===== src/common/emc_pkg.sv =====
// constants and types for the measurement-control block
package emc_pkg;
  // timing
  localparam int unsigned CLK_PERIOD_NS = 50;
  localparam int unsigned SEC_NS = 1_000_000_000;
  localparam int unsigned CYC_PER_SEC = SEC_NS / CLK_PERIOD_NS;
  localparam logic [19:0] SEC_PER_MIN = 20'd60;
  localparam logic [19:0] SEC_PER_HOUR = 20'd3600;
  localparam logic [19:0] SEC_PER_DAY = 20'd86400;
  localparam logic [19:0] MAX_SECONDS = 20'd864000;
  localparam logic [3:0] MAX_DAY = 4'ha;
  localparam logic [4:0] MAX_HOUR = 5'h17;
  localparam logic [5:0] MAX_MINSEC = 6'h3b;
  localparam logic [6:0] PRBS_SYNC_LAST = 7'h7f;
  localparam int unsigned DIV16_BIT = 3;
  localparam int unsigned DIV64_BIT = 5;
  // register offsets
  localparam logic [7:0] OFS_CTRL = 8'h00;
  localparam logic [7:0] OFS_CMD = 8'h04;
  localparam logic [7:0] OFS_DAY = 8'h08;
  localparam logic [7:0] OFS_HMS = 8'h0c;
  localparam logic [7:0] OFS_STATUS = 8'h10;
  localparam logic [7:0] OFS_ELAPSED = 8'h14;
  localparam logic [7:0] OFS_IRQ_STAT = 8'h18;
  localparam logic [7:0] OFS_IRQ_MASK = 8'h1c;
  // field positions
  localparam int unsigned CMD_START_BIT = 0;
  localparam int unsigned CMD_STOP_BIT = 1;
  localparam int unsigned HMS_SEC_LSB = 0;
  localparam int unsigned HMS_MIN_LSB = 8;
  localparam int unsigned HMS_HOUR_LSB = 16;
  localparam int unsigned IRQ_W = 4;
  // reset values
  localparam logic [8:0] CTRL_RST = 9'h008;
  localparam logic [3:0] DAY_RST = 4'h0;
  localparam logic [5:0] SEC_RST = 6'h01;
  localparam logic [IRQ_W-1:0] MASK_RST = 4'h0;

  typedef enum logic [1:0] {MODE_SINGLE, MODE_MANUAL, MODE_REPEAT} emc_mode_e;
  typedef enum logic [2:0] {
    TRIG_TX_DIV16, TRIG_TX_DIV64, TRIG_TX_PATT, TRIG_TX_ERR,
    TRIG_RX_DIV16, TRIG_RX_DIV64, TRIG_RX_PATT, TRIG_RX_ERR
  } emc_trig_e;
  typedef enum logic {ST_IDLE, ST_RUN} emc_state_e;

  // control register layout, lsb last
  typedef struct packed {
    logic [2:0] trig_sel;
    logic [1:0] alert_vol;
    logic auto_sync;
    logic input_sel;
    logic [1:0] mode;
  } emc_ctrl_s;

  // event strobes from pattern generator and error detector
  typedef struct packed {
    logic tx_err_ins;
    logic rx_err_det;
    logic tx_pat_wrap;
    logic rx_pat_wrap;
  } emc_ev_s;

  // irq bits: done, interval end, rx error, tx error
  typedef struct packed {
    logic tx_err;
    logic rx_err;
    logic interval;
    logic done;
  } emc_irq_s;
endpackage : emc_pkg


===== src/emc_measure_ctrl.sv =====
// measurement interval gating, trigger selection and input path control
//
// Behaviour
// single mode runs from start for the set period, then stops itself.
// manual mode runs start to stop, ending itself at ten days.
// repeat mode runs back-to-back periods after start until stop.
// day part of the period is 0 to 10 in whole days.
// time part spans 00:00:01 to 23:59:59 with one-second steps.
// whole period never exceeds ten days.
// period setting applies to single and repeat only, not manual.
// each detected error requests an alert at off, soft, medium or loud.
// transmit divider source gives transmit clock over 16 or 64.
// receive divider source gives input or recovered clock over 16 or 64.
// transmit pattern source pulses with pattern; every 128 cycles for prbs.
// receive pattern source pulses with input pattern; every 128 for prbs.
// transmit error source pulses per inserted error.
// receive error source pulses per detected error.
// one shared trigger selection for generator and detector.
// input 1 uses clock recovery; input 2 bypasses it, needing external clock.
// automatic resynchronisation can be switched on or off.
// event triggers are single clock-cycle pulses.
// start while running and stop while idle are ignored.
//
// Chosen here: the address map and the plain strobed port.
`timescale 1ns/1ps
module emc_measure_ctrl
  import emc_pkg::*;
#(
  parameter int unsigned SEC_CYCLES = CYC_PER_SEC
) (
  // clock, reset, enable
  input wire logic ref_clk,
  input wire logic rstn,
  input wire logic clk_en,
  // register port
  input wire logic [7:0] reg_addr,
  input wire logic [31:0] reg_wdata,
  input wire logic reg_wr,
  input wire logic reg_rd,
  output logic [31:0] reg_rdata,
  output logic irq,
  // link side
  input wire logic tx_clk,
  input wire logic rec_clk,
  input wire logic ext_clk,
  input wire logic data_in1,
  input wire logic data_in2,
  input wire logic pat_is_prbs,
  input wire emc_ev_s ev,
  // outputs
  output logic trig_out,
  output logic rx_data,
  output logic rx_data_valid,
  output logic cdr_enable,
  output logic resync_en,
  output logic alert_req,
  output logic [1:0] alert_level,
  output logic measuring,
  output logic meas_done,
  output logic interval_end
);
  localparam int unsigned TW = $clog2(SEC_CYCLES + 1);

  emc_ctrl_s ctrl_q;
  logic [3:0] day_q;
  logic [4:0] hour_q;
  logic [5:0] min_q;
  logic [5:0] sec_q;
  emc_irq_s stat_q, stat_d, ev_now;
  logic [IRQ_W-1:0] mask_q;
  logic [31:0] rdata_q;
  emc_state_e state_q;
  logic [19:0] elapsed_q, limit_q, period_c, hms_c;
  logic [TW-1:0] tick_q;
  logic sec_tick;
  logic done_q, intv_q;
  logic [4:0] a_wdata_day;
  logic wr_ctrl, wr_cmd, wr_day, wr_hms, wr_stat, wr_mask;
  logic start_cmd, stop_cmd;
  logic [1:0] ch_clk, ch_wrap, ch_rise, ch_patt;
  logic [1:0] ch_clk_q, ch_wrap_q;
  logic [5:0] ch_div_q [2];
  logic [6:0] ch_pat_q [2];
  logic tx_err_q, rx_err_q, tx_err_p, rx_err_p;
  logic trig_q, trig_d;
  logic rxd_q, rxv_q, alert_q;

  // register decode
  assign wr_ctrl = reg_wr && reg_addr == OFS_CTRL;
  assign wr_cmd = reg_wr && reg_addr == OFS_CMD;
  assign wr_day = reg_wr && reg_addr == OFS_DAY;
  assign wr_hms = reg_wr && reg_addr == OFS_HMS;
  assign wr_stat = reg_wr && reg_addr == OFS_IRQ_STAT;
  assign wr_mask = reg_wr && reg_addr == OFS_IRQ_MASK;
  assign start_cmd = wr_cmd && reg_wdata[CMD_START_BIT];
  assign stop_cmd = wr_cmd && reg_wdata[CMD_STOP_BIT];
  assign a_wdata_day = reg_wdata[4:0];

  always_ff @(posedge ref_clk or negedge rstn) begin
    if (!rstn) begin
      ctrl_q <= CTRL_RST;
    end else if (clk_en && wr_ctrl) begin
      ctrl_q <= reg_wdata[8:0];
    end
  end

  // saturate period fields on write so each stored field stays within its range
  always_ff @(posedge ref_clk or negedge rstn) begin
    if (!rstn) begin
      day_q <= DAY_RST;
      hour_q <= 5'h00;
      min_q <= 6'h00;
      sec_q <= SEC_RST;
    end else if (clk_en) begin
      if (wr_day) begin
        day_q <= (a_wdata_day > {1'b0, MAX_DAY}) ? MAX_DAY : a_wdata_day[3:0];
      end
      if (wr_hms) begin
        hour_q <= (reg_wdata[HMS_HOUR_LSB +: 5] > MAX_HOUR) ? MAX_HOUR : reg_wdata[HMS_HOUR_LSB +: 5];
        min_q <= (reg_wdata[HMS_MIN_LSB +: 6] > MAX_MINSEC) ? MAX_MINSEC : reg_wdata[HMS_MIN_LSB +: 6];
        sec_q <= (reg_wdata[HMS_SEC_LSB +: 6] > MAX_MINSEC) ? MAX_MINSEC : reg_wdata[HMS_SEC_LSB +: 6];
      end
    end
  end

  // period in seconds
  always_comb begin
    hms_c = 20'(hour_q) * SEC_PER_HOUR + 20'(min_q) * SEC_PER_MIN + 20'(sec_q);
    if (hms_c == 20'h00000) begin
      hms_c = 20'h00001;
    end
    period_c = 20'(day_q) * SEC_PER_DAY + hms_c;
    if (period_c > MAX_SECONDS) begin
      period_c = MAX_SECONDS;
    end
  end

  // one-second time base, restarted with each measurement
  assign sec_tick = state_q == ST_RUN && tick_q == TW'(SEC_CYCLES - 1);

  always_ff @(posedge ref_clk or negedge rstn) begin
    if (!rstn) begin
      tick_q <= '0;
    end else if (clk_en) begin
      if (state_q == ST_IDLE || sec_tick) begin
        tick_q <= '0;
      end else begin
        tick_q <= tick_q + TW'(1);
      end
    end
  end

  // measurement sequencer
  always_ff @(posedge ref_clk or negedge rstn) begin
    if (!rstn) begin
      state_q <= ST_IDLE;
      elapsed_q <= 20'h00000;
      limit_q <= MAX_SECONDS;
      done_q <= 1'b0;
      intv_q <= 1'b0;
    end else if (clk_en) begin
      done_q <= 1'b0;
      intv_q <= 1'b0;
      case (state_q)
        ST_IDLE: begin
          if (start_cmd) begin
            state_q <= ST_RUN;
            elapsed_q <= 20'h00000;
            // period latched at start; manual ignores it
            case (emc_mode_e'(ctrl_q.mode))
              MODE_SINGLE, MODE_REPEAT: limit_q <= period_c;
              default: limit_q <= MAX_SECONDS;
            endcase
          end
        end
        ST_RUN: begin
          if (stop_cmd) begin
            state_q <= ST_IDLE;
            done_q <= 1'b1;
          end else if (sec_tick) begin
            if (elapsed_q + 20'h00001 >= limit_q) begin
              if (emc_mode_e'(ctrl_q.mode) == MODE_REPEAT) begin
                elapsed_q <= 20'h00000;
                intv_q <= 1'b1;
              end else begin
                elapsed_q <= limit_q;
                state_q <= ST_IDLE;
                done_q <= 1'b1;
              end
            end else begin
              elapsed_q <= elapsed_q + 20'h00001;
            end
          end
        end
        default: state_q <= ST_IDLE;
      endcase
    end
  end

  assign measuring = state_q == ST_RUN;
  assign meas_done = done_q;
  assign interval_end = intv_q;

  // channel 0 transmit, channel 1 receive; receive clock follows input select
  assign ch_clk = {ctrl_q.input_sel ? ext_clk : rec_clk, tx_clk};
  assign ch_wrap = {ev.rx_pat_wrap, ev.tx_pat_wrap};

  genvar ch;
  generate
    for (ch = 0; ch < 2; ch++) begin : g_ch
      assign ch_rise[ch] = ch_clk[ch] && !ch_clk_q[ch];
      // prbs sync derived from cycle count, other patterns from wrap strobe
      assign ch_patt[ch] = pat_is_prbs ? (ch_rise[ch] && ch_pat_q[ch] == PRBS_SYNC_LAST)
                                       : (ch_wrap[ch] && !ch_wrap_q[ch]);
      always_ff @(posedge ref_clk or negedge rstn) begin
        if (!rstn) begin
          ch_clk_q[ch] <= 1'b0;
          ch_wrap_q[ch] <= 1'b0;
          ch_div_q[ch] <= 6'h00;
          ch_pat_q[ch] <= 7'h00;
        end else if (clk_en) begin
          ch_clk_q[ch] <= ch_clk[ch];
          ch_wrap_q[ch] <= ch_wrap[ch];
          if (ch_rise[ch]) begin
            ch_div_q[ch] <= ch_div_q[ch] + 6'h01;
            ch_pat_q[ch] <= ch_pat_q[ch] + 7'h01;
          end
        end
      end
    end
  endgenerate

  // error strobes cut to one cycle even if held longer
  assign tx_err_p = ev.tx_err_ins && !tx_err_q;
  assign rx_err_p = ev.rx_err_det && !rx_err_q;

  always_ff @(posedge ref_clk or negedge rstn) begin
    if (!rstn) begin
      tx_err_q <= 1'b0;
      rx_err_q <= 1'b0;
    end else if (clk_en) begin
      tx_err_q <= ev.tx_err_ins;
      rx_err_q <= ev.rx_err_det;
    end
  end

  // trigger source select
  always_comb begin
    case (emc_trig_e'(ctrl_q.trig_sel))
      TRIG_TX_DIV16: trig_d = ch_div_q[0][DIV16_BIT];
      TRIG_TX_DIV64: trig_d = ch_div_q[0][DIV64_BIT];
      TRIG_TX_PATT: trig_d = ch_patt[0];
      TRIG_TX_ERR: trig_d = tx_err_p;
      TRIG_RX_DIV16: trig_d = ch_div_q[1][DIV16_BIT];
      TRIG_RX_DIV64: trig_d = ch_div_q[1][DIV64_BIT];
      TRIG_RX_PATT: trig_d = ch_patt[1];
      TRIG_RX_ERR: trig_d = rx_err_p;
      default: trig_d = 1'b0;
    endcase
  end

  always_ff @(posedge ref_clk or negedge rstn) begin
    if (!rstn) begin
      trig_q <= 1'b0;
    end else if (clk_en) begin
      trig_q <= trig_d;
    end
  end

  assign trig_out = trig_q;

  // data sampled on the selected receive clock
  always_ff @(posedge ref_clk or negedge rstn) begin
    if (!rstn) begin
      rxd_q <= 1'b0;
      rxv_q <= 1'b0;
    end else if (clk_en) begin
      rxv_q <= ch_rise[1];
      if (ch_rise[1]) begin
        rxd_q <= ctrl_q.input_sel ? data_in2 : data_in1;
      end
    end
  end

  assign rx_data = rxd_q;
  assign rx_data_valid = rxv_q;
  assign cdr_enable = !ctrl_q.input_sel;
  assign resync_en = ctrl_q.auto_sync;

  // alert request; off volume suppresses it
  always_ff @(posedge ref_clk or negedge rstn) begin
    if (!rstn) begin
      alert_q <= 1'b0;
    end else if (clk_en) begin
      alert_q <= rx_err_p && ctrl_q.alert_vol != 2'h0;
    end
  end

  assign alert_req = alert_q;
  assign alert_level = ctrl_q.alert_vol;

  // sticky status, write one to clear; a new event beats the clear
  always_comb begin
    ev_now = '{tx_err: tx_err_p, rx_err: rx_err_p, interval: intv_q, done: done_q};
    stat_d = stat_q;
    if (wr_stat) begin
      stat_d = stat_q & ~reg_wdata[IRQ_W-1:0];
    end
    stat_d = stat_d | ev_now;
  end

  always_ff @(posedge ref_clk or negedge rstn) begin
    if (!rstn) begin
      stat_q <= '0;
      mask_q <= MASK_RST;
    end else if (clk_en) begin
      stat_q <= stat_d;
      if (wr_mask) begin
        mask_q <= reg_wdata[IRQ_W-1:0];
      end
    end
  end

  assign irq = |(stat_q & mask_q);

  // read data valid only in the cycle after the strobe
  always_ff @(posedge ref_clk or negedge rstn) begin
    if (!rstn) begin
      rdata_q <= 32'h00000000;
    end else if (clk_en) begin
      rdata_q <= 32'h00000000;
      if (reg_rd) begin
        case (reg_addr)
          OFS_CTRL: rdata_q <= {23'h000000, ctrl_q};
          OFS_DAY: rdata_q <= {28'h0000000, day_q};
          OFS_HMS: rdata_q <= {11'h000, hour_q, 2'h0, min_q, 2'h0, sec_q};
          OFS_STATUS: rdata_q <= {31'h00000000, measuring};
          OFS_ELAPSED: rdata_q <= {12'h000, elapsed_q};
          OFS_IRQ_STAT: rdata_q <= {28'h0000000, stat_q};
          OFS_IRQ_MASK: rdata_q <= {28'h0000000, mask_q};
          default: rdata_q <= 32'h00000000;
        endcase
      end
    end
  end

  assign reg_rdata = rdata_q;
endmodule : emc_measure_ctrl


===== config.mk =====
export PLATFORM = sky130hd
export DESIGN_NAME = emc_measure_ctrl
export DESIGN_NICKNAME = d
export VERILOG_FILES = /design/src/common/emc_pkg.sv /design/src/emc_measure_ctrl.sv
export SDC_FILE = /design/constraint.sdc
export NUM_CORES = 1
export LEC_CHECK = 0
export BUFFER_PORTS_ARGS = -buffer_cell sky130_fd_sc_hd__buf_2
export CELL_PAD_IN_SITES_DETAIL_PLACEMENT = 2
export CELL_PAD_IN_SITES_GLOBAL_PLACEMENT = 2
export CORE_AREA = 10 10 206 208
export CTS_CLUSTER_SIZE = 24
export DETAILED_ROUTE_END_ITERATION = 7
export DIE_AREA = 0 0 216 218
export HOLD_SLACK_MARGIN = 0.02
export PLACE_DENSITY_LB_ADDON = 0.1
export SLEW_MARGIN = 25
export SYNTH_ARGS = -nofsm -noshare
export SYNTH_HDL_FRONTEND = slang
export SYNTH_SLANG_ARGS = --single-unit

===== constraint.sdc =====
create_clock -name ref_clk -period 13.3 [get_ports ref_clk]
set_input_delay 0 -clock ref_clk [delete_from_list [all_inputs] [get_ports ref_clk]]
set_output_delay 0 -clock ref_clk [all_outputs]
set_load 0.05 [all_outputs]

# [Yosys cells after proc, flatten, opt, wreduce, memory -nomap -nowiden]
# Cells that the tools add are included.
[word_totals] ff_bits=174 elab_cells=157
[op_classes] add_sub_neg=9 multipliers=3 order_cmp=6 n_eq_ne=21 n_mux=37 n_bitwise=5 reduce_logical=41
[ops] operator="one-hot mux 21 bit (7 select lines)" n=1
[ops] operator="2-to-1 mux 20 bit" n=7
[ops] operator="one-hot mux 20 bit (2 select lines)" n=1
[ops] operator="equality test 8 x 5 -> 1 bit, second input constant" n=4
[ops] operator="adder 25 x 1 -> 25 bit, second input constant" n=1
[ops] operator="equality test 25 bit, second input constant" n=1
[ops] operator="2-to-1 mux 25 bit" n=1
[ops] operator="2-to-1 mux 21 bit" n=1
[ops] operator="adder 20 x 1 -> 20 bit, second input constant" n=1
[ops] operator="adder 20 bit" n=1
[ops] operator="greater-or-equal comparator 20 bit" n=1
[ops] operator="greater-than comparator 20 bit, second input constant" n=1
[ops] operator="zero test 20 bit" n=1
[ops] operator="adder 18 x 6 -> 19 bit" n=1
[ops] operator="logical AND 1 bit" n=19
[ops] operator="2-to-1 mux 19 bit" n=1
[ops] operator="adder 17 x 12 -> 18 bit" n=1
[ops] operator="2-to-1 mux 1 bit" n=18
[ops] operator="equality test 8 x 4 -> 1 bit, second input constant" n=2
[ops] operator="adder 7 x 1 -> 7 bit, second input constant" n=2
[ops] operator="equality test 7 bit, second input constant" n=2
[ops] operator="multiplier 4 x 10 -> 13 bit, second input constant" n=1
[ops] operator="multiplier 5 x 8 -> 13 bit, second input constant" n=1
[ops] operator="adder 6 x 1 -> 6 bit, second input constant" n=2
[ops] operator="31 further kinds" n=50

# [Longest topological paths before layout]
# Gate-level depths: netlist (run 1).
[logic_depth] ltp_word=9 depth_mapped=28 ltp_nobuf=28

# [Least setup slack after synthesis (run 1)]
# OpenSTA, ideal clock, no wires.
[synth_timing] path_kind="register to register" from="register min_q[3]" to="register limit_q[13]" setup_ns=0.079 t_arrival_ns=6.408 required_ns=13.221 path_slack_ns=6.813 stages_incl_launch_ff=29 path_buffers=0 period_less_slack_ns=6.487 path_cell_list="dfrtp_1 inv_1 fa_1 fa_1 inv_1 ha_1 a21o_1 a21oi_1 o21bai_1 a21oi_1 xnor2_1 ha_1 ha_1 o21a_1 nor2_1 a311oi_1 nor2_1 nor2_1 nor2_1 ha_1 or3_1 or3_1 o21ba_2 or3_1 a21bo_2 nor2_1 a211oi_4 or3_4 a2bb2oi_1"
[synth_via] elab_chain_cells=9
[synth_rtl] element="start: declaration" line_no="emc_measure_ctrl.sv:67" rtl="logic [5:0] min_q;"
[synth_rtl] element="start signal: assignment" line_no="emc_measure_ctrl.sv:120" rtl="min_q <= (reg_wdata[HMS_MIN_LSB +: 6] > MAX_MINSEC) ? MAX_MINSEC : reg_wdata[HMS_MIN_LSB +: 6];"
[synth_rtl] element="multiplier 6 x 4 -> 10 bit *" line_no="emc_measure_ctrl.sv:128" rtl="hms_c = 20'(hour_q) * SEC_PER_HOUR + 20'(min_q) * SEC_PER_MIN + 20'(sec_q);"
[synth_rtl] element="adder 17 x 12 -> 18 bit *" line_no="emc_measure_ctrl.sv:128"
[synth_rtl] element="adder 18 x 6 -> 19 bit *" line_no="emc_measure_ctrl.sv:128"
[synth_rtl] element="zero test 20 bit" line_no="emc_measure_ctrl.sv:129" rtl="if (hms_c == 20'h00000) begin"
[synth_rtl] element="2-to-1 mux 19 bit *" line_no="emc_measure_ctrl.sv:129"
[synth_rtl] element="adder 20 bit *" line_no="emc_measure_ctrl.sv:132" rtl="period_c = 20'(day_q) * SEC_PER_DAY + hms_c;"
[synth_rtl] element="greater-than comparator 20 bit" line_no="emc_measure_ctrl.sv:133" rtl="if (period_c > MAX_SECONDS) begin"
[synth_rtl] element="2-to-1 mux 20 bit *" line_no="emc_measure_ctrl.sv:133"
[synth_rtl] element="2-to-1 mux 20 bit *" line_no="emc_measure_ctrl.sv:170" rtl="case (emc_mode_e'(ctrl_q.mode))"
[synth_rtl] element="end signal: assignment" line_no="emc_measure_ctrl.sv:171" rtl="MODE_SINGLE, MODE_REPEAT: limit_q <= period_c;"
[synth_rtl] element="end: declaration" line_no="emc_measure_ctrl.sv:73" rtl="logic [19:0] elapsed_q, limit_q, period_c, hms_c;"
# Mark *: on every way between the ends. The rest lies on a longest branch, timed or not.
# A chain may end at the register's enable or synchronous reset.

# [Worst setup path in the final report (run 1)]
[layout_timing] from="register min_q[3]" to="register limit_q[2]"
# The elaborated chain is that of the path after synthesis.

==> metrics.md, run 1 <==
| Metric | Value |
|---|---|
| XOR/XNOR Fraction of Synth Area | 0.0763 |
| Full die area | 0.0471 mm² |
| CP required | 13.68 ns |
| RD Place Congestion | 0.776 |
| Power per cell area | 140 mW/mm² |
| Share of layout cells above drive strength 1 | 0.134 |
| Layout Nets | 1482 |
| Initial antenna violation count | 0 |
| Clock latency on the worst-skew pair | 0.44 ns |
| DP Wirelength | 27.9 mm |
| Num ports | 99 |
| Mapped cell area | 0.0114 mm² |
| Max-slew headroom | 0.440 |
| Starting Density | 0.297 |
| Tcrit/Tclk final | 0.561 |
| Largest net degree at the start of global routing | 94 |
| Final setup fails | 0 |
| Adder-cell share of the synthesized area | 0.141 |
| GRT Util Overall | 0.158 |
| Post-Route WL | 36.6 mm |
| Congestion Overflow GR | 0 |
| Post-synthesis mux area share | 0.0381 |
| Yosys top cell by area | dfrtp_1 |
| Status | completed |
| Max-cap viol count | 0 |
| Input/output buffers | 74 |
| Least-Margin Pin Slew | 0.832 ns |
| Post-Syn Instances | 1218 |
| Drc violations | 0 |
| CTS tree | yes |
| Die X-Extent | 216 µm |
| Area Overhead vs Synth | 16.3% |
| Yosys warns | 0 |
| VDD IR max | 0.0792 mV |
| Unique cell type count in the Yosys netlist | 81 |
| Synth top area cells | dfrtp_1 (34%), ha_1 (11%), xnor2_1 (4.8%) |
| CTS resizes | 0 |
| Post-synthesis compound-gate area fraction | 0.158 |
| Post-DR wirelength/cell | 19.9 µm |
| Vias in the first global route | 10300 |
| Die H | 218 µm |
| Most common library cells after synthesis | dfrtp_1 (153), nor2_1 (105), ha_1 (101) |
| RSZ-0062 raised after global routing | no |
| Ys async rst share | 1.00 |
| Setup_tns | 0 ns |
| Synth Flop Type | dfrtp_1 |
| Clock skew | 0.0119 ns |
| Most frequent cell after synthesis | dfrtp_1 |
| Sequential-to-total area share from yosys stat | 0.360 |
| Worst Hold Class | in -> reg |
| Syn avg cell area | 9.33 µm² |
| Overall power | 1.85 mW |
| Core Footprint | 0.0383 mm² |
| Synth Area in Simple Gates | 0.169 |
| Leak | 6.10 nW |
| Initial DRC Count | 329 |
| Row Count | 72 |
| Final hold violation count | 0 |
| Crit end category | register |
| Clock Path Buffers | 2 |
| Synth top area share | 0.337 |
| Synth Register Bits | 163 |
| Critical path class | reg -> reg |
| Clk slew on worst S/H paths | 0.07 ns |
| Routed vias/inst | 5.05 |
| Max Freq | 134 MHz |
| Antenna-violating nets left | 0 |
| Worst Path Arrival | 7.84 ns |
| ANT cells | 0 |
| Number of flops mapped to enable cells by yosys | 0 |
| CTS H-tree lvls | 4 |
| First-pass GRT wire length | 59.0 mm |
| Critical path launch point type | register |
| CTS buffer count | 17 |
| DR vias | 9292 |
| CP max FO | 6 |
| Root Buffer | clkbuf_16 |
| Clock Sinks | 163 |
| Min Clock Period, post-route | 7.46 ns |
| Main combinational cell family by area after synthesis | simple AND/OR/NAND/NOR gates |
| Max Slew Vio Count | 0 |
| 1st-pass router iterations | 4 |
report_power, final:
group	leakage, nW	internal (mW)	total (mW)	switching [mW]
registers	2.12	0.534	0.576	0.0424
logic	3.68	0.308	0.755	0.447
clock network	0.300	0.271	0.518	0.247
total	6.10	1.11	1.85	0.737
sequential cells by signal, indices dropped and copies added, names as in the netlist, 2 cells and up:
| register | count |
|---|---|
| alert_level | 2 |
| tick_q | 25 |
| sec_q | 6 |
| hour_q | 5 |
| min_q | 6 |
| stat_q | 4 |
| elapsed_q | 20 |
| ch_wrap_q | 2 |
| mask_q | 4 |
| day_q | 4 |
| reg_rdata | 21 |
| ch_div_q | 12 |
| ctrl_q | 6 |
| ch_pat_q | 14 |
| ch_clk_q | 2 |
| limit_q | 20 |
cell type report:
type                            instances  area (µm²)
Timing Repair Buffer                  120         818
Inverter                               98         368
Clock buffer                           17         425
Fill cell                            4277       25100
Clock inverter                         15         181
Sequential cell                       163        4090
Tap cell                              518         648
Multi-Input combinational cell        909        6690
stage by stage:
stage                     instances  utilization  cell area (µm²)  setup slack [ns]  hold WS, ns
after floorplan                1228            -            11400              6.81       -0.296
after global placement         1772        0.320            12200              5.97        0.196
after detailed placement       1772        0.320            12200              5.76        0.189
after CTS                      1840        0.345            13200              5.72       0.0933
after global routing           1840        0.345            13200              5.21       0.0866
final                          1840        0.345            13200              5.84       0.0824
worst paths after layout:
path                                         startpoint                       end  slack [ns]  cells past startpoint
worst min-delay path                             reg_wr      day_q[1]$_DFFE_PN0P_        0.08                      4
worst max register to register     min_q[3]$_DFFE_PN0P_    limit_q[2]$_DFFE_PN0P_        5.84                     27
worst max-delay path               min_q[3]$_DFFE_PN0P_    limit_q[2]$_DFFE_PN0P_        5.84                     27
min in group asynchronous                          rstn   limit_q[15]$_DFFE_PN0P_        0.22                      2
max in group asynchronous                          rstn  ch_div_q[10]$_DFFE_PN0P_       11.89                      3
worst min register to register  ch_div_q[5]$_DFFE_PN0P_   ch_div_q[5]$_DFFE_PN0P_        0.47                      1
kinds of logic after synthesis:
kind of cell	after synthesis
compound gates	256
xor+xnor	99
fa+ha+maj	118
buf+inv	156
flops	163
mux	38
other cells	1
simple gates	387
critical path: stages, from the launching register on:
cell,delay (ns)
dfrtp_1,0.42
inv_1,0.24
fa_1,0.49
fa_1,0.51
inv_1,0.04
ha_1,0.33
a21o_1,0.17
a21oi_1,0.23
o21bai_1,0.10
a21oi_1,0.19
xnor2_1,0.14
ha_1,0.25
ha_1,0.38
o21a_1,0.15
nor2_1,0.05
a311oi_1,0.45
nor2_1,0.15
nor2_1,0.14
nor2_1,0.08
ha_1,0.24
or3_1,0.43
or3_1,0.32
o21ba_2,0.22
or3_1,0.37
a21bo_2,0.25
or3_1,0.37
a21oi_2,0.43
a22o_1,0.20
layer usage:
metal / track usage / wire, µm
met1: 0.205 / 17300
met2: 0.276 / 18200
met3: 0.0227 / 855
met4: 0.0273 / 197
met5: 0 / 0
cell usage in the layout, fill, tap and decap left out, drive strengths merged, types with 10 or more instances in the layout:
cell	n
dfrtp	153
inv	107
nor2	105
ha	101
nand2	93
buf	83
xnor2	62
a21oi	49
o21ai	48
nand3	45
xor2	37
dlygate4sd3	36
nand4	31
a22o	24
mux2	22
o22ai	21
a21o	21
and3	20
a22oi	18
clkbuf	18
fa	17
nor3	15
mux2i	14
and2	13
nor2b	11
conb	11
dfstp	10
timing repair:
item	in CTS	in global routing
hold buffers	36	0
endpoints found under the hold margin	129	0
buffers inserted	0	0
Power figures use the tool's default switching activity.
==> run 2, diff against run 1 <==
==> constraint.sdc (replaced) <==
create_clock -name ref_clk -period 6.9 [get_ports ref_clk]
set_input_delay 0 -clock ref_clk [delete_from_list [all_inputs] [get_ports ref_clk]]
set_output_delay 0 -clock ref_clk [all_outputs]
set_load 0.05 [all_outputs]
==> metrics.md, run 2 (synthesis results as in run 1) <==
| Metric | Value |
|---|---|
| Commonest non-fill, non-tap cell in the layout | dfrtp_1 |
| Antenna-violating nets left | 0 (unchanged) |
| Die X-Extent | 216 µm (unchanged) |
| Post-route cell area | 0.0135 mm² (+1.8%) |
| Worst Hold Class | in -> reg |
| Status | completed |
| Most flops, register | tick_q |
| Final non-filler cell total | 1866 (+1.4%) |
| Input/output buffers | 74 (unchanged) |
| Tcrit/Tclk final | 0.953 (+0.393) |
| Root Buffer | clkbuf_16 |
| Max Freq | 152 MHz (+13%) |
| Starting Density | 0.297 (unchanged) |
| CTS tree | yes |
| CTS buffer count | 17 (unchanged) |
| Initial antenna violation count | 0 (unchanged) |
| Largest delay share family, worst path | adder cells |
| Congestion Overflow GR | 0 (unchanged) |
| Core Footprint | 0.0383 mm² (unchanged) |
| Vias in the first global route | 10500 (+2.2%) |
| Hold Path Stages | 4 (unchanged) |
| Full die area | 0.0471 mm² (unchanged) |
| DR vias | 9475 (+2.0%) |
| ANT cells | 0 (unchanged) |
| Initial DRC Count | 346 (+5.2%) |
| Hold Startpoint | reg_wr |
| Setup_tns | 0 ns (unchanged) |
| Largest register FFs | 25 (unchanged) |
| Post-DR wirelength/cell | 20.2 µm (+1.4%) |
| Layout Nets | 1508 (+1.8%) |
| RR Startpoint | min_q[1]$_DFFE_PN0P_ |
| Max Slew Vio Count | 0 (unchanged) |
| Die H | 218 µm (unchanged) |
| Routed vias/inst | 5.08 (+0.55%) |
| Least-Margin Pin Slew | 0.970 ns (+0.138 ns) |
| WP buf/inv | 1 (-1) |
| FF-to-FF End | limit_q[5]$_DFFE_PN0P_ |
| Post-layout util | 0.352 (+0.00618) |
| Critical path launch point type | register |
| Max-cap viol count | 0 (unchanged) |
| CP peak stage delay | 0.59 ns (+0.08 ns) |
| Clock skew | 0.0108 ns (-0.00108 ns) |
| Critical path class | reg -> reg |
| Hold Slack | 0.0850 ns (+0.00264 ns) |
| Post-Route WL | 37.6 mm (+2.9%) |
| Share of layout cells above drive strength 1 | 0.160 (+0.0263) |
| CTS H-tree lvls | 4 (unchanged) |
| Worst Path Arrival | 6.96 ns (-0.88 ns) |
| Num ports | 99 (unchanged) |
| First-pass GRT wire length | 60.3 mm (+2.2%) |
| Reg2Reg Setup Slack | 0.32 ns (-5.52 ns) |
| Final hold violation count | 0 (unchanged) |
| Most frequent cells in the layout | dfrtp_1 (153), nor2_1 (104), ha_1 (99) |
| Post-Place Cells | 1793 (+1.2%) |
| CP max FO | 6 (unchanged) |
| Worst path slowest cell | fa_1 |
| Filler instances | 4282 (+0.12%) |
| Clock Path Buffers | 2 (unchanged) |
| Clock latency on the worst-skew pair | 0.45 ns (about the same) |
| Clk slew on worst S/H paths | 0.07 ns (about the same) |
| Drc violations | 0 (unchanged) |
| Area Overhead vs Synth | 18.4% |
| Largest net degree at the start of global routing | 92 (-2.1%) |
| Worst hold endpoint | day_q[1]$_DFFE_PN0P_ |
| 1st-pass router iterations | 4 (unchanged) |
| Final setup fails | 0 (unchanged) |
| VDD IR max | 0.150 mV (+89%) |
| DP Area | 0.0124 mm² (+1.3%) |
| CP required | 7.28 ns (-6.40 ns) |
| DP Wirelength | 28.6 mm (+2.4%) |
| Row Count | 72 (unchanged) |
| Max-slew headroom | 0.349 (-0.0912) |
| CP dominant cell by count | a21oi_2 |
| GRT Util Overall | 0.161 (+0.00306) |
| Min Clock Period, post-route | 6.58 ns (-0.881 ns) |
| Worst Reg-to-Reg Cells | 26 (-3.7%) |
| Leak | 6.21 nW (+1.9%) |
| Crit end category | register |
| Clock Sinks | 163 (unchanged) |
| RD Place Congestion | 0.799 (+3.0%) |
| Power per cell area | 273 mW/mm² (+95%) |
[run 2: cell count changes in the layout (fill, tap and decap cells not counted), sizes merged]
cell,change
clkinvlp,+2
dlygate4sd3,-1
clkbuf,+1
buf,+28
inv,-4
[run 2: through the flow]
| stage | total power [mW] | setup slack [ns] |
|---|---|---|
| global placement | 2.66 | 0.105 |
| global route | 3.95 | -0.0774 |
| CTS | 3.68 | 0.0261 |
| finish | 3.67 | 0.322 |
| detailed placement | 2.69 | -0.0257 |
| floorplan | 2.19 | 0.413 |
[run 2: area by class of cell]
class | instances | area [µm²] | share of cell area
Tap cell | 518 | 648 | 0.0482
Clock inverter | 13 | 126 | 0.00939
Multi-Input combinational cell | 909 | 6780 | 0.504
Sequential cell | 163 | 4090 | 0.304
Clock buffer | 19 | 433 | 0.0322
Timing Repair Buffer | 146 | 1010 | 0.0752
Inverter | 98 | 368 | 0.0273
[run 2: worst max-delay path by stage]
| stage | start | endpoint | slack, ns | cells past startpoint |
|---|---|---|---|---|
| 3_3_place_gp | min_q[1]$_DFFE_PN0P_ | limit_q[13]$_DFFE_PN1P_ | 0.10 | 28 |
| 5_1_grt | min_q[1]$_DFFE_PN0P_ | limit_q[5]$_DFFE_PN0P_ | -0.08 | 27 |
| 6_report | min_q[1]$_DFFE_PN0P_ | limit_q[5]$_DFFE_PN0P_ | 0.32 | 26 |
| 3_5_place_dp | min_q[1]$_DFFE_PN0P_ | limit_q[13]$_DFFE_PN1P_ | -0.03 | 27 |
| 2_1_floorplan | min_q[3]$_DFFE_PN0P_ | limit_q[13]$_DFFE_PN1P_ | 0.41 | 28 |
| 4_1_cts | min_q[1]$_DFFE_PN0P_ | limit_q[13]$_DFFE_PN1P_ | 0.03 | 27 |
[run 2: per-layer routing]
layer	share of wire	track usage
met2	0.50	0.276
met3	0.023	0.0261
met1	0.47	0.211
met5	0	0
met4	0.0098	0.0301
[run 2: report_power, final]
| group | internal [mW] | switching, mW |
|---|---|---|
| Combinational | 0.705 | 0.910 |
| Sequential | 1.03 | 0.0814 |
| Clock | 0.505 | 0.443 |
[run 2: worst register-to-register path, delay by kind of cell, from the launching register on]
kind                       cells  cell delay [ns]
and+or+nand+nor                5             1.44
adders and majority gates      6             2.11
xor gates and xnor gates       2             0.31
buffers and inverters          1             0.14
AOI/OAI and AO/OA             12             2.07
DFF                            1             0.42
[run 2: what timing repair did]
item | 4_1_cts | 5_1_grt
pin swaps | 0 | 13
endpoints found under the hold margin | 130 | 0
resized for setup | 1 | 18
setup endpoints to repair | 14 | 18
buffers inserted | 0 | 6
hold buffers | 35 | 0
